<file path="src/rtl/mmr_agen_pkg.sv">
// Purpose: Shared constants and types for the indirect register address generator
// Assumes: 16-bit pointers, 7-bit pointer high parts, 23-bit data addresses
// Notes: Operand codes are local encodings of the indirect operand set
package mmr_agen_pkg;
  localparam int PTR_W = 16;
  localparam int HIGH_W = 7;
  localparam int ADDR_W = 23;
  localparam int NUM_AUX = 8;
  localparam int SEL_W = 3;
  localparam logic [PTR_W-1:0] STEP_WORD = 16'h0001;
  localparam logic [PTR_W-1:0] STEP_DWORD = 16'h0002;
  localparam logic [PTR_W-1:0] PTR_RESET = 16'h0000;
  localparam logic [HIGH_W-1:0] HIGH_RESET = 7'h00;
  localparam int CIRC_BIT_CDP = 8;

  typedef enum logic [3:0] {
    OP_PLAIN, OP_POST_INC, OP_POST_DEC, OP_PRE_INC, OP_PRE_DEC,
    OP_POST_ADD_IDX, OP_POST_SUB_IDX, OP_BASE_IDX,
    OP_POST_ADD_T1, OP_POST_SUB_T1, OP_BASE_T1,
    OP_BASE_K16, OP_PRE_ADD_K16, OP_SHORT_K3, OP_BITREV_ADD, OP_BITREV_SUB
  } operand_type;

  typedef enum logic {ST_IDLE, ST_SECOND} phase_type;
endpackage

</file>
<file path="src/rtl/mmr_agen_if.sv">
// Purpose: Carrier between the pointer file and the address generator
// Assumes: One clock domain
// Notes: Update strobe carries a new 16-bit pointer value
`timescale 1ns/1ns
`default_nettype none
interface mmr_agen_if;
  import mmr_agen_pkg::*;
  logic [mmr_agen_pkg::SEL_W:0] readSel; // Bit 3 picks coefficient pointer
  logic [mmr_agen_pkg::PTR_W-1:0] readPtr;
  logic [mmr_agen_pkg::HIGH_W-1:0] readHigh;
  logic [mmr_agen_pkg::PTR_W-1:0] auxZero;
  logic writeEn;
  logic [mmr_agen_pkg::PTR_W-1:0] writePtr;
  modport gen (output readSel, output writeEn, output writePtr,
               input readPtr, input readHigh, input auxZero);
  modport file (input readSel, input writeEn, input writePtr,
                output readPtr, output readHigh, output auxZero);
endinterface
`default_nettype wire

</file>
<file path="src/rtl/indirect_mmr_address_gen.sv">
// Purpose: Indirect address generation for memory-mapped register operands
// Assumes: One request per cycle when not busy; accepted requests answer in 1 or 2 cycles
// Notes: Double access issues first then second address on consecutive cycles
`timescale 1ns/1ns
`default_nettype none
module indirect_mmr_address_gen
  import mmr_agen_pkg::*;
(
  input wire logic clk, // Core clock, 50 MHz
  input wire logic rst_n, // Async reset, active low
  input wire logic reqValid, // Operand request, one cycle
  input wire logic [SEL_W:0] reqSel, // 0..7 aux pointer, 8 coefficient pointer
  input wire logic [3:0] reqOp, // Operand code
  input wire logic reqDouble, // 1 for 32-bit access
  input wire logic [PTR_W-1:0] reqConst, // K16 or short k3 constant
  input wire logic [PTR_W-1:0] tempIndexFirst, // First temporary register
  input wire logic [PTR_W-1:0] tempIndexSecond, // Second temporary register
  input wire logic [PTR_W-1:0] bufferStartOffset, // Start offset for this pointer
  input wire logic [8:0] circularEnable, // Circular flags from status register two
  input wire logic legacyCompatMode, // Picks aux pointer zero as index
  input wire logic pointerModeSelect, // Control mode when 1
  input wire logic loadEn, // Pointer load strobe
  input wire logic [SEL_W:0] loadSel, // Pointer to load
  input wire logic [PTR_W-1:0] loadPtr, // Load value, low part
  input wire logic [HIGH_W-1:0] loadHigh, // Load value, high part
  output logic addrValid, // Address strobe
  output logic [ADDR_W-1:0] addr, // Data-space address
  output logic addrSecond, // 1 for second word of a pair
  output logic opRejected, // Operand refused, one cycle
  output logic busy // Second word pending
);
  mmr_agen_if link();
  phase_type phase, next_phase;
  logic [ADDR_W-1:0] pendAddr, next_pendAddr;
  logic next_addrValid, next_addrSecond, next_opRejected;
  logic [ADDR_W-1:0] next_addr;
  logic [PTR_W-1:0] step, index, effPtr, newPtr, circAdd;
  logic allowed, writeBack;

  mmr_pointer_file ptrFile (
    .clk(clk),
    .rst_n(rst_n),
    .loadEn(loadEn),
    .loadSel(loadSel),
    .loadPtr(loadPtr),
    .loadHigh(loadHigh),
    .bus(link)
  );

  // Reverse carry add for bit-reverse operands
  function automatic logic [PTR_W-1:0] revAdd(input logic [PTR_W-1:0] a,
                                              input logic [PTR_W-1:0] b);
    logic [PTR_W-1:0] ra, rb, s;
    ra = {<<{a}};
    rb = {<<{b}};
    s = ra + rb;
    return {<<{s}};
  endfunction

  // Reverse carry subtract; negating first would not mirror the borrow chain
  function automatic logic [PTR_W-1:0] revSub(input logic [PTR_W-1:0] a,
                                              input logic [PTR_W-1:0] b);
    logic [PTR_W-1:0] ra, rb, s;
    ra = {<<{a}};
    rb = {<<{b}};
    s = ra - rb;
    return {<<{s}};
  endfunction

  // Operand legality for pointer kind and mode
  function automatic logic legal(input operand_type op, input logic isCoef,
                                 input logic ctrlMode);
    logic ok;
    ok = 1'b0;
    if (isCoef) begin
      ok = op inside {OP_PLAIN, OP_POST_INC, OP_POST_DEC, OP_BASE_K16, OP_PRE_ADD_K16};
    end else if (op inside {OP_PRE_INC, OP_PRE_DEC, OP_BITREV_ADD, OP_BITREV_SUB,
                            OP_POST_ADD_T1, OP_POST_SUB_T1, OP_BASE_T1}) begin
      ok = !ctrlMode;
    end else if (op == OP_SHORT_K3) begin
      ok = ctrlMode;
    end else begin
      ok = 1'b1;
    end
    return ok;
  endfunction

  assign link.readSel = reqSel;

  // Address and pointer update computation
  always_comb begin
    operand_type op;
    op = operand_type'(reqOp);
    step = reqDouble ? STEP_DWORD : STEP_WORD;
    index = legacyCompatMode ? link.auxZero : tempIndexFirst;
    if (op inside {OP_POST_ADD_T1, OP_POST_SUB_T1, OP_BASE_T1}) begin
      index = tempIndexSecond;
    end
    allowed = legal(op, reqSel[SEL_W], pointerModeSelect);
    circAdd = circularEnable[reqSel] ? bufferStartOffset : '0;
    effPtr = link.readPtr;
    newPtr = link.readPtr;
    writeBack = 1'b0;
    case (op)
      OP_PLAIN: begin
        writeBack = 1'b0;
      end
      OP_POST_INC: begin
        newPtr = link.readPtr + step;
        writeBack = 1'b1;
      end
      OP_POST_DEC: begin
        newPtr = link.readPtr - step;
        writeBack = 1'b1;
      end
      OP_PRE_INC: begin
        newPtr = link.readPtr + step;
        effPtr = newPtr;
        writeBack = 1'b1;
      end
      OP_PRE_DEC: begin
        newPtr = link.readPtr - step;
        effPtr = newPtr;
        writeBack = 1'b1;
      end
      OP_POST_ADD_IDX, OP_POST_ADD_T1: begin
        newPtr = link.readPtr + index;
        writeBack = 1'b1;
      end
      OP_POST_SUB_IDX, OP_POST_SUB_T1: begin
        newPtr = link.readPtr - index;
        writeBack = 1'b1;
      end
      OP_BASE_IDX, OP_BASE_T1: begin
        effPtr = link.readPtr + index;
      end
      OP_BASE_K16, OP_SHORT_K3: begin
        effPtr = link.readPtr + reqConst;
      end
      OP_PRE_ADD_K16: begin
        newPtr = link.readPtr + reqConst;
        effPtr = newPtr;
        writeBack = 1'b1;
      end
      OP_BITREV_ADD: begin
        newPtr = revAdd(link.readPtr, index);
        writeBack = !circularEnable[reqSel]; // Circular pointer stays put
      end
      OP_BITREV_SUB: begin
        newPtr = revSub(link.readPtr, index);
        writeBack = !circularEnable[reqSel];
      end
      default: begin
        writeBack = 1'b0;
      end
    endcase
    link.writeEn = reqValid && (phase == ST_IDLE) && allowed && writeBack;
    link.writePtr = newPtr;
  end

  // Sequencing of single and paired addresses
  always_comb begin
    logic [ADDR_W-1:0] first;
    first = {link.readHigh, PTR_W'(effPtr + circAdd)};
    next_phase = phase;
    next_pendAddr = pendAddr;
    next_addrValid = 1'b0;
    next_addrSecond = 1'b0;
    next_opRejected = 1'b0;
    next_addr = addr;
    case (phase)
      ST_IDLE: begin
        if (reqValid && !allowed) begin
          next_opRejected = 1'b1;
        end else if (reqValid) begin
          next_addrValid = 1'b1;
          next_addr = first;
          if (reqDouble) begin
            next_pendAddr = first[0] ? first - 23'h000001 : first + 23'h000001;
            next_phase = ST_SECOND;
          end
        end
      end
      ST_SECOND: begin
        next_addrValid = 1'b1;
        next_addrSecond = 1'b1;
        next_addr = pendAddr;
        next_phase = ST_IDLE;
      end
      default: next_phase = ST_IDLE;
    endcase
  end

  always_ff @(posedge clk or negedge rst_n) begin
    if (!rst_n) begin
      phase <= ST_IDLE;
      pendAddr <= '0;
      addr <= '0;
      addrValid <= 1'b0;
      addrSecond <= 1'b0;
      opRejected <= 1'b0;
    end else begin
      phase <= next_phase;
      pendAddr <= next_pendAddr;
      addr <= next_addr;
      addrValid <= next_addrValid;
      addrSecond <= next_addrSecond;
      opRejected <= next_opRejected;
    end
  end

  // Busy marks the cycle the second word is issued from
  always_ff @(posedge clk or negedge rst_n) begin
    if (!rst_n) begin
      busy <= 1'b0;
    end else begin
      busy <= (next_phase == ST_SECOND);
    end
  end
endmodule
`default_nettype wire

</file>
<file path="src/rtl/mmr_pointer_file.sv">
// Purpose: Auxiliary and coefficient pointer storage
// Assumes: High parts loaded separately, never touched by modification
// Notes: Index 8 on the select is the coefficient pointer
`timescale 1ns/1ns
`default_nettype none
module mmr_pointer_file
  import mmr_agen_pkg::*;
(
  input wire logic clk, // Core clock
  input wire logic rst_n, // Async reset, active low
  input wire logic loadEn, // Software load of a pointer
  input wire logic [SEL_W:0] loadSel, // Which pointer to load
  input wire logic [PTR_W-1:0] loadPtr, // Low 16 bits
  input wire logic [HIGH_W-1:0] loadHigh, // High part
  mmr_agen_if.file bus // Generator side
);
  logic [PTR_W-1:0] ptr [NUM_AUX+1];
  logic [HIGH_W-1:0] high [NUM_AUX+1];
  logic [PTR_W-1:0] next_ptr [NUM_AUX+1];
  logic [HIGH_W-1:0] next_high [NUM_AUX+1];

  // Load wins over update when both hit the same pointer in one cycle
  always_comb begin
    for (int i = 0; i <= NUM_AUX; i++) begin
      next_ptr[i] = ptr[i];
      next_high[i] = high[i];
      if (loadEn && (int'(loadSel) == i)) begin
        next_ptr[i] = loadPtr;
        next_high[i] = loadHigh;
      end else if (bus.writeEn && (int'(bus.readSel) == i)) begin
        next_ptr[i] = bus.writePtr;
      end
    end
  end

  always_ff @(posedge clk or negedge rst_n) begin
    if (!rst_n) begin
      for (int i = 0; i <= NUM_AUX; i++) begin
        ptr[i] <= PTR_RESET;
        high[i] <= HIGH_RESET;
      end
    end else begin
      for (int i = 0; i <= NUM_AUX; i++) begin
        ptr[i] <= next_ptr[i];
        high[i] <= next_high[i];
      end
    end
  end

  assign bus.readPtr = ptr[bus.readSel];
  assign bus.readHigh = high[bus.readSel];
  assign bus.auxZero = ptr[0];
endmodule
`default_nettype wire

</file>
<file path="config.mk">
export PLATFORM = sky130hd
export DESIGN_NAME = indirect_mmr_address_gen
export DESIGN_NICKNAME = d
export VERILOG_FILES = /design/src/rtl/mmr_agen_pkg.sv /design/src/rtl/mmr_agen_if.sv /design/src/rtl/indirect_mmr_address_gen.sv /design/src/rtl/mmr_pointer_file.sv
export SDC_FILE = /design/constraint.sdc
export NUM_CORES = 1
export LEC_CHECK = 0
export BUFFER_PORTS_ARGS = -buffer_cell sky130_fd_sc_hd__buf_2
export CAP_MARGIN = 20
export CORE_MARGIN = 2
export CORE_UTILIZATION = 56
export CTS_BUF_LIST = sky130_fd_sc_hd__clkbuf_8 sky130_fd_sc_hd__clkbuf_16
export DETAILED_ROUTE_END_ITERATION = 8
export PLACE_DENSITY = 0.84
export SLEW_MARGIN = 20
export SYNTH_ARGS = -nofsm -noshare
export SYNTH_HDL_FRONTEND = slang
export SYNTH_SLANG_ARGS = --single-unit
</file>
<file path="constraint.sdc">
create_clock -name clk -period 6.7 [get_ports clk]
set_input_delay 1.34 -clock clk [delete_from_list [all_inputs] [get_ports clk]]
set_output_delay 1.34 -clock clk [all_outputs]
set_load 0.1 [all_outputs]
</file>
==> metrics.txt, run 1 <==
Final setup viols=3; CTS Buf Count=27; CP max-delay cell=ha_2; Placed Instances=3417; Setup CP Type=input pin to register; cell mode on critical path=buf_4; VDD IR-drop max=0.3094 mV; DR vias=23710; Final nets=3240; r2r endpoint=pendAddr[22]$_DFFE_PN0P_; startpoint types=input pin; # DRC=0; Worst Path Required=7130 ps; worst skew pair latency=570 ps; final setup TNS=-106.7 ps; Fmax=148.3 MHz; fraction of layout cells with a size suffix above 1=0.2967; status=finished, violations left; min Tclk post-route=6744 ps; Worst-path clk slew=60 ps; unrepaired setup endpoints after global routing=yes; first-pass GRT wire length=127700 µm; Critical Path AT=7180 ps; Final Non-Filler Cells=3519; CTS tree=yes; CTS Sinks=257; DP HPWL=60330 µm; Total Wirelength=84600 µm; number of global-route vias before repair=22630; Clock Skew=12.40 ps; Synth Instances=2560; Leak Pwr=12.59 nW; Clk pwr share=0.175; Int Pwr=4.908 mW; DR iter-0 viols=3040; # port buffers=141; Min-Delay Path Class=register to register; Hold Crit Start=ptrFile.high[33]$_DFFE_PN0P_; worst reg2reg path startpoint=ptrFile.bus.auxZero[1]$_DFFE_PN0P_; die area=0.03870 mm²; sequential power share=0.265; hold endpoint=ptrFile.high[33]$_DFFE_PN0P_; hold-fix buffers at CTS=0; Power Density=323.7 mW/mm²; Root Buffer=clkbuf_16; post-synthesis sequential area ratio=0.3092; wire length per cell=24.04 µm; worst slew pin tran=1050 ps; Worst setup EP type=register; Antenna Violating Nets Remaining=0; gr ovfl total=0; fin area=0.02699 mm²; total iterations of the first detailed-routing run=7; overall routing resource usage=0.4210; routability congestion estimate=1.038; Initial Util=0.5682; Max-cap violations=0; CP max FO=22; Hold WS=476.3 ps; R2R depth=31; number of synthesized flops with an enable pin=0; area delta synth->final=29.75%; Seq cells post-synth=257; row count=70; Hold Path Stages=2; Critical Path Max Stage Delay=350 ps; Max Slew Vio Count=0; relative slew slack=0.2979; pre-CTS WS=-1101 ps; Comb pwr share=0.560; YS warnings=0; ys async rst share=1.000; average cell area after synthesis=8.126 µm²; Distinct cells, synth=93; final setup margin=-43.78 ps; initial antenna violation count=3; mapped cell area=0.02080 mm²; Hold Vio Cnt, Final=0; most used flip-flop cell after synthesis=dfrtp_1; failing checks=negative setup slack; Core ar.=0.03661 mm²; r2r setup slk=420 ps; Die Width=196.7 µm; Synthesized Nets=2774; Sw Share=0.4383; net switching power=3.829 mW; largest net degree at the start of global routing=139; Die H=196.7 µm; Core Util, Final=0.7373; total chip power=8.737 mW; area post-placement=0.02473 mm²; vias per inst=6.738; # IOs=142; H-Tree Depth=1; Longest Clk Path Bufs=3; fin crit share=1.007
worst max path at each step:
stage	start	endpoint	slack, ps	cells past startpoint
floorplan	reqSel[0]	pendAddr[22]$_DFFE_PN0P_	-650	36
global placement	reqSel[0]	pendAddr[20]$_DFFE_PN0P_	-1000	32
detailed placement	reqSel[0]	pendAddr[22]$_DFFE_PN0P_	-1100	30
CTS	reqSel[0]	pendAddr[22]$_DFFE_PN0P_	-10	33
global route	reqSel[0]	pendAddr[20]$_DFFE_PN0P_	-330	32
finish	reqSel[1]	pendAddr[21]$_DFFE_PN0P_	-40	34
sequential cells by signal, summed over array words and instances, names as in the netlist:
signal	count
ptrFile.ptr	128
addrSecond	1
addrValid	1
opRejected	1
ptrFile.bus.auxZero	16
busy	1
ptrFile.high	63
pendAddr	23
addr	23
worst max-delay path: cells and delay by family:
family                   cells  cell delay, ps
buffers and inverters        7            1160
AO/OA/AOI/OAI               12            1960
AND/OR/NAND/NOR              8            1060
adder cells (fa/ha/maj)      3             910
XOR/XNOR                     4             730
power groups by stage:
stage	Combinational (mW)	Clock [mW]	Sequential (mW)
3_5_place_dp	4.32	0	2.30
6_report	4.89	1.53	2.32
4_1_cts	4.50	1.52	2.29
3_3_place_gp	4.21	0	2.27
5_1_grt	5.21	1.59	2.34
2_1_floorplan	2.30	0	2.64
area by class of cell:
| type | count | area (µm²) |
|---|---|---|
| Clock inverter | 22 | 192.7 |
| Timing Repair Buffer | 617 | 4448 |
| Antenna cell | 4 | 10.01 |
| Inverter | 80 | 309.0 |
| Tap cell | 468 | 585.6 |
| Clock buffer | 28 | 689.4 |
| Fill cell | 2670 | 9619 |
| Multi-Input combinational cell | 2043 | 14330 |
| Sequential cell | 257 | 6431 |
placed cells by master, fill, tap and decap left out, types with 23 or more instances in the layout:
master,count
inv_1,73
buf_4,463
nand3_1,27
and2_1,26
clkbuf_16,28
nand2b_1,26
a21oi_1,226
nor3_1,32
buf_2,137
dfrtp_1,257
o21ai_1,25
and3_1,81
mux2i_1,114
o21ai_0,183
o21a_1,23
nor2_1,125
xnor2_1,58
o221ai_1,23
or3_1,25
o31ai_1,28
ha_1,74
mux4_2,23
a21o_1,33
nand2_1,405
layer usage:
| layer | share of wire | GRT usage | vias up |
|---|---|---|---|
| met4 | 0.059 | 0.1980 | 0 |
| li1 | - | - | 10230 |
| met2 | 0.45 | 0.6656 | 1733 |
| met1 | 0.38 | 0.5605 | 11350 |
| met3 | 0.12 | 0.08025 | 395 |
| met5 | 0 | 0 | - |
synthesized netlist by cell type, types with 16 or more instances:
cell type  instances  area [µm²]
and3_1            81       506.7
nand2_1          408        1531
nor2b_1           17       106.4
o31ai_1           30       225.2
nor2_1           142       533.0
a221oi_1          21       183.9
a21o_1            34       255.2
dfrtp_1          257        6431
mux2i_1          121        1211
o22ai_1           25       156.4
buf_1             28       105.1
xnor2_1           69       604.3
a21oi_1          253        1266
xor2_1            20       175.2
a211oi_1          16       120.1
o21a_1            24       180.2
nand3_1           28       140.1
or3_1             26       162.7
nor3_1            47       235.2
ha_1              91        1139
a221o_1           22       220.2
o21ai_0          209        1046
nand4_1           19       118.9
nand2b_1          26       162.7
a22oi_1           18       135.1
clkbuf_1         126       473.0
mux4_2            23       518.0
and2_1            27       168.9
inv_1             71       266.5
o221ai_1          31       271.5
kinds of logic after synthesis:
logic type,Yosys count,share of synthesized area
adder cells (fa/ha/maj),99,0.06243
AND/OR/NAND/NOR,893,0.2046
AO/OA/AOI/OAI,812,0.2471
XOR/XNOR,89,0.03747
flip-flops,257,0.3092
buffers and inverters,260,0.05227
multiplexers,150,0.08691
what timing repair did:
| item | 4_1_cts | 5_1_grt |
|---|---|---|
| cloned | 0 | 1 |
| endpoints found under the setup margin | 11 | 14 |
| gates resized for setup | 80 | 126 |
| setup buffers | 19 | 28 |
| pin swaps | 40 | 79 |
Power figures use the tool's default switching activity.
==> inputs of run 2 (changes only) <==
--- a/config.mk
+++ b/config.mk
@@ -11,7 +11,7 @@
 export CORE_UTILIZATION = 56
 export CTS_BUF_LIST = sky130_fd_sc_hd__clkbuf_8 sky130_fd_sc_hd__clkbuf_16
 export DETAILED_ROUTE_END_ITERATION = 8
-export PLACE_DENSITY = 0.84
+export PLACE_DENSITY = 0.78
 export SLEW_MARGIN = 20
 export SYNTH_ARGS = -nofsm -noshare
 export SYNTH_HDL_FRONTEND = slang
==> run 2 against run 1 <==
The flow still finishes with violations (negative setup slack). Non-clock buffer count rose by 5. Global-route usage fell by 0.97 points. Fmax fell by 2.9%. Setup slack got worse by 200 ps. Clock-buffer cell count rose by 8. Clock power rose by 8%. Combinational power rose by 1%. Register-to-register slack got worse by 200 ps. Via count fell by 2.6%. Core utilization rose by 1.1 points. Clock skew fell by 2.0 ps. Largest cell class unchanged. Largest power group unchanged. Highest routed layer unchanged.
==> metrics.txt, run 2 (synthesis results as in run 1) <==
worst skew pair latency=570 ps (about the same); fraction of layout cells with a size suffix above 1=0.3066 (+0.009925); CTS tree=yes; Die H=196.7 µm (unchanged); crit path to=pendAddr[22]$_DFFE_PN0P_; Setup CP Type=input pin to register; commonest non-fill, non-tap cells in the layout=buf_4, nand2_1, dfrtp_1; largest net degree at the start of global routing=149 (+7.2%); fin crit share=1.036 (+0.02994); VDD IR-drop max=0.2547 mV (-18%); largest register by flop count=ptrFile.ptr; die area=0.03870 mm² (unchanged); wire length per cell=23.26 µm (-3.2%); initial antenna violation count=2 (-1); Max Slew Vio Count=0 (unchanged); fin area=0.02738 mm² (+1.5%); CTS Buf Count=29 (+7.4%); commonest non-fill, non-tap cell in the layout=buf_4; CP bufs+invs=5 (-2); overall routing resource usage=0.4113 (-0.009698); max FFs per register=128 (unchanged); Core ar.=0.03661 mm² (unchanged); DR vias=23090 (-2.6%); gr ovfl total=0 (unchanged); cell mode on critical path=a21oi_2; worst reg2reg path startpoint=ptrFile.bus.auxZero[1]$_DFFE_PN0P_; Root Buffer=clkbuf_16; Final Non-Filler Cells=3526 (+0.20%); # port buffers=141 (unchanged); unrepaired setup endpoints after global routing=yes; startpoint types=input pin; Crit. Startpoint=reqSel[0]; # DRC=0 (unchanged); Leak Pwr=12.70 nW (+0.87%); Critical Path Max Stage Delay=510 ps (+160 ps); final setup TNS=-1216 ps (-1110 ps); Worst Path Required=7150 ps (+20 ps); Critical Path AT=7390 ps (+210 ps); H-Tree Depth=1 (unchanged); DR iter-0 viols=2412 (-21%); Hold Vio Cnt, Final=0 (unchanged); r2r setup slk=220 ps (-200 ps); routability congestion estimate=1.001 (-3.6%); Fmax=144.0 MHz (-2.9%); Register Area=0.006431 mm² (unchanged); row count=70 (unchanged); fillers=2686 (+0.60%); Antenna Violating Nets Remaining=0 (unchanged); number of global-route vias before repair=22650 (+0.080%); vias per inst=6.547 (-2.8%); Longest Clk Path Bufs=3 (unchanged); Final nets=3247 (+0.22%); # IOs=142 (unchanged); Worst setup EP type=register; status=finished, violations left; min Tclk post-route=6944 ps (+200.6 ps); area post-placement=0.02479 mm² (+0.24%); Power Density=326.0 mW/mm² (+0.72%); relative slew slack=0.2837 (-0.01417); area delta synth->final=31.63%; DP HPWL=59870 µm (-0.76%); CTS Sinks=257 (unchanged); first-pass GRT wire length=124800 µm (-2.3%); Core Util, Final=0.7479 (+0.01070); failing checks=negative setup slack; Die Width=196.7 µm (unchanged); Clock Skew=10.40 ps (-1.999 ps); hold-fix buffers at CTS=0 (unchanged); Worst-path clk slew=60 ps (about the same); Final setup viols=9 (+6); final setup margin=-244.4 ps (-200.6 ps); r2r endpoint=pendAddr[22]$_DFFE_PN0P_; total iterations of the first detailed-routing run=6 (-1); Initial Util=0.5682 (unchanged); R2R depth=30 (-3.2%); CP max FO=8 (-64%); footprint of the multi-input gates=0.01452 mm² (+1.3%); Crit path depth=31 (-8.8%); Total Wirelength=82030 µm (-3.0%); Largest regs=ptrFile.ptr (128), ptrFile.high (63); worst slew pin tran=1074 ps (+24.19 ps); Placed Instances=3425 (+0.23%); CP max-delay cell=mux4_2; Max-cap violations=0 (unchanged); Worst path top cell family by delay=compound AO/OA/AOI/OAI gates; Min-Delay Path Class=register to register
run 2: cell count changes in the layout (fill, tap and decap cells not counted), sizes merged:
cell | before | now
buf | 616 | 620
inv | 80 | 78
clkinv | 14 | 10
clkbuf | 29 | 37
diode | 4 | 2
bufbuf | 0 | 1
clkinvlp | 5 | 7
run 2: timing repair:
| item | 4_1_cts | 5_1_grt |
|---|---|---|
| gates cloned | 2 | 0 |
| buffers inserted | 21 | 22 |
| pin swaps | 70 | 79 |
| setup endpoints to repair | 14 | 14 |
| resized for setup | 119 | 121 |
run 2: where the power goes:
| group | leakage, nW | internal [mW] | switching [mW] |
|---|---|---|---|
| Clock | 0.500 | 0.986 | 0.678 |
| Sequential | 3.22 | 2.01 | 0.305 |
| Combinational | 8.98 | 2.08 | 2.86 |
| Total | 12.7 | 5.08 | 3.85 |
run 2: worst min path at each step:
stage / startpoint / cells past startpoint / end / slack (ps)
2_1_floorplan: ptrFile.high[42]$_DFFE_PN0P_ / 2 / ptrFile.high[42]$_DFFE_PN0P_ / 440
3_3_place_gp: ptrFile.high[46]$_DFFE_PN0P_ / 2 / ptrFile.high[46]$_DFFE_PN0P_ / 450
3_5_place_dp: ptrFile.high[11]$_DFFE_PN0P_ / 2 / ptrFile.high[11]$_DFFE_PN0P_ / 460
4_1_cts: ptrFile.high[11]$_DFFE_PN0P_ / 2 / ptrFile.high[11]$_DFFE_PN0P_ / 470
5_1_grt: ptrFile.high[10]$_DFFE_PN0P_ / 2 / ptrFile.high[10]$_DFFE_PN0P_ / 480
6_report: ptrFile.high[62]$_DFFE_PN0P_ / 2 / ptrFile.high[62]$_DFFE_PN0P_ / 470
run 2: layout make-up:
class / instances / share of cell area
Sequential cell: 257 / 0.2349
Clock buffer: 36 / 0.03002
Clock inverter: 18 / 0.006808
Timing Repair Buffer: 622 / 0.1650
Inverter: 80 / 0.01161
Tap cell: 468 / 0.02138
Antenna cell: 2 / 0.0001828
Multi-Input combinational cell: 2043 / 0.5302
run 2: worst reg2reg max path, delay by kind of cell (launching register included):
family          cells  cell delay [ps]
simple gates        8             1750
xor+xnor            1              110
buf+inv             4              530
fa+ha+maj           3              880
flops               1              440
compound gates     13             2150
mux                 1              490
run 2: per-layer routing:
metal	GRT usage	routed length, µm	vias up
met4	0.1849	3970	0
met3	0.06434	8115	297
met5	0	0	-
met1	0.5452	32440	11060
li1	-	-	10260
met2	0.6676	37510	1469
run 2: through the flow:
stage	worst slack, ps	hold slack [ps]	power (mW)
after CTS	-180.7	472.1	8.539
after global placement	-1148	452.4	6.526
after global routing	-422.2	479.9	9.353
after floorplan	-648.1	440.9	4.941
final	-244.4	472.8	8.928
after detailed placement	-1233	457.3	6.641
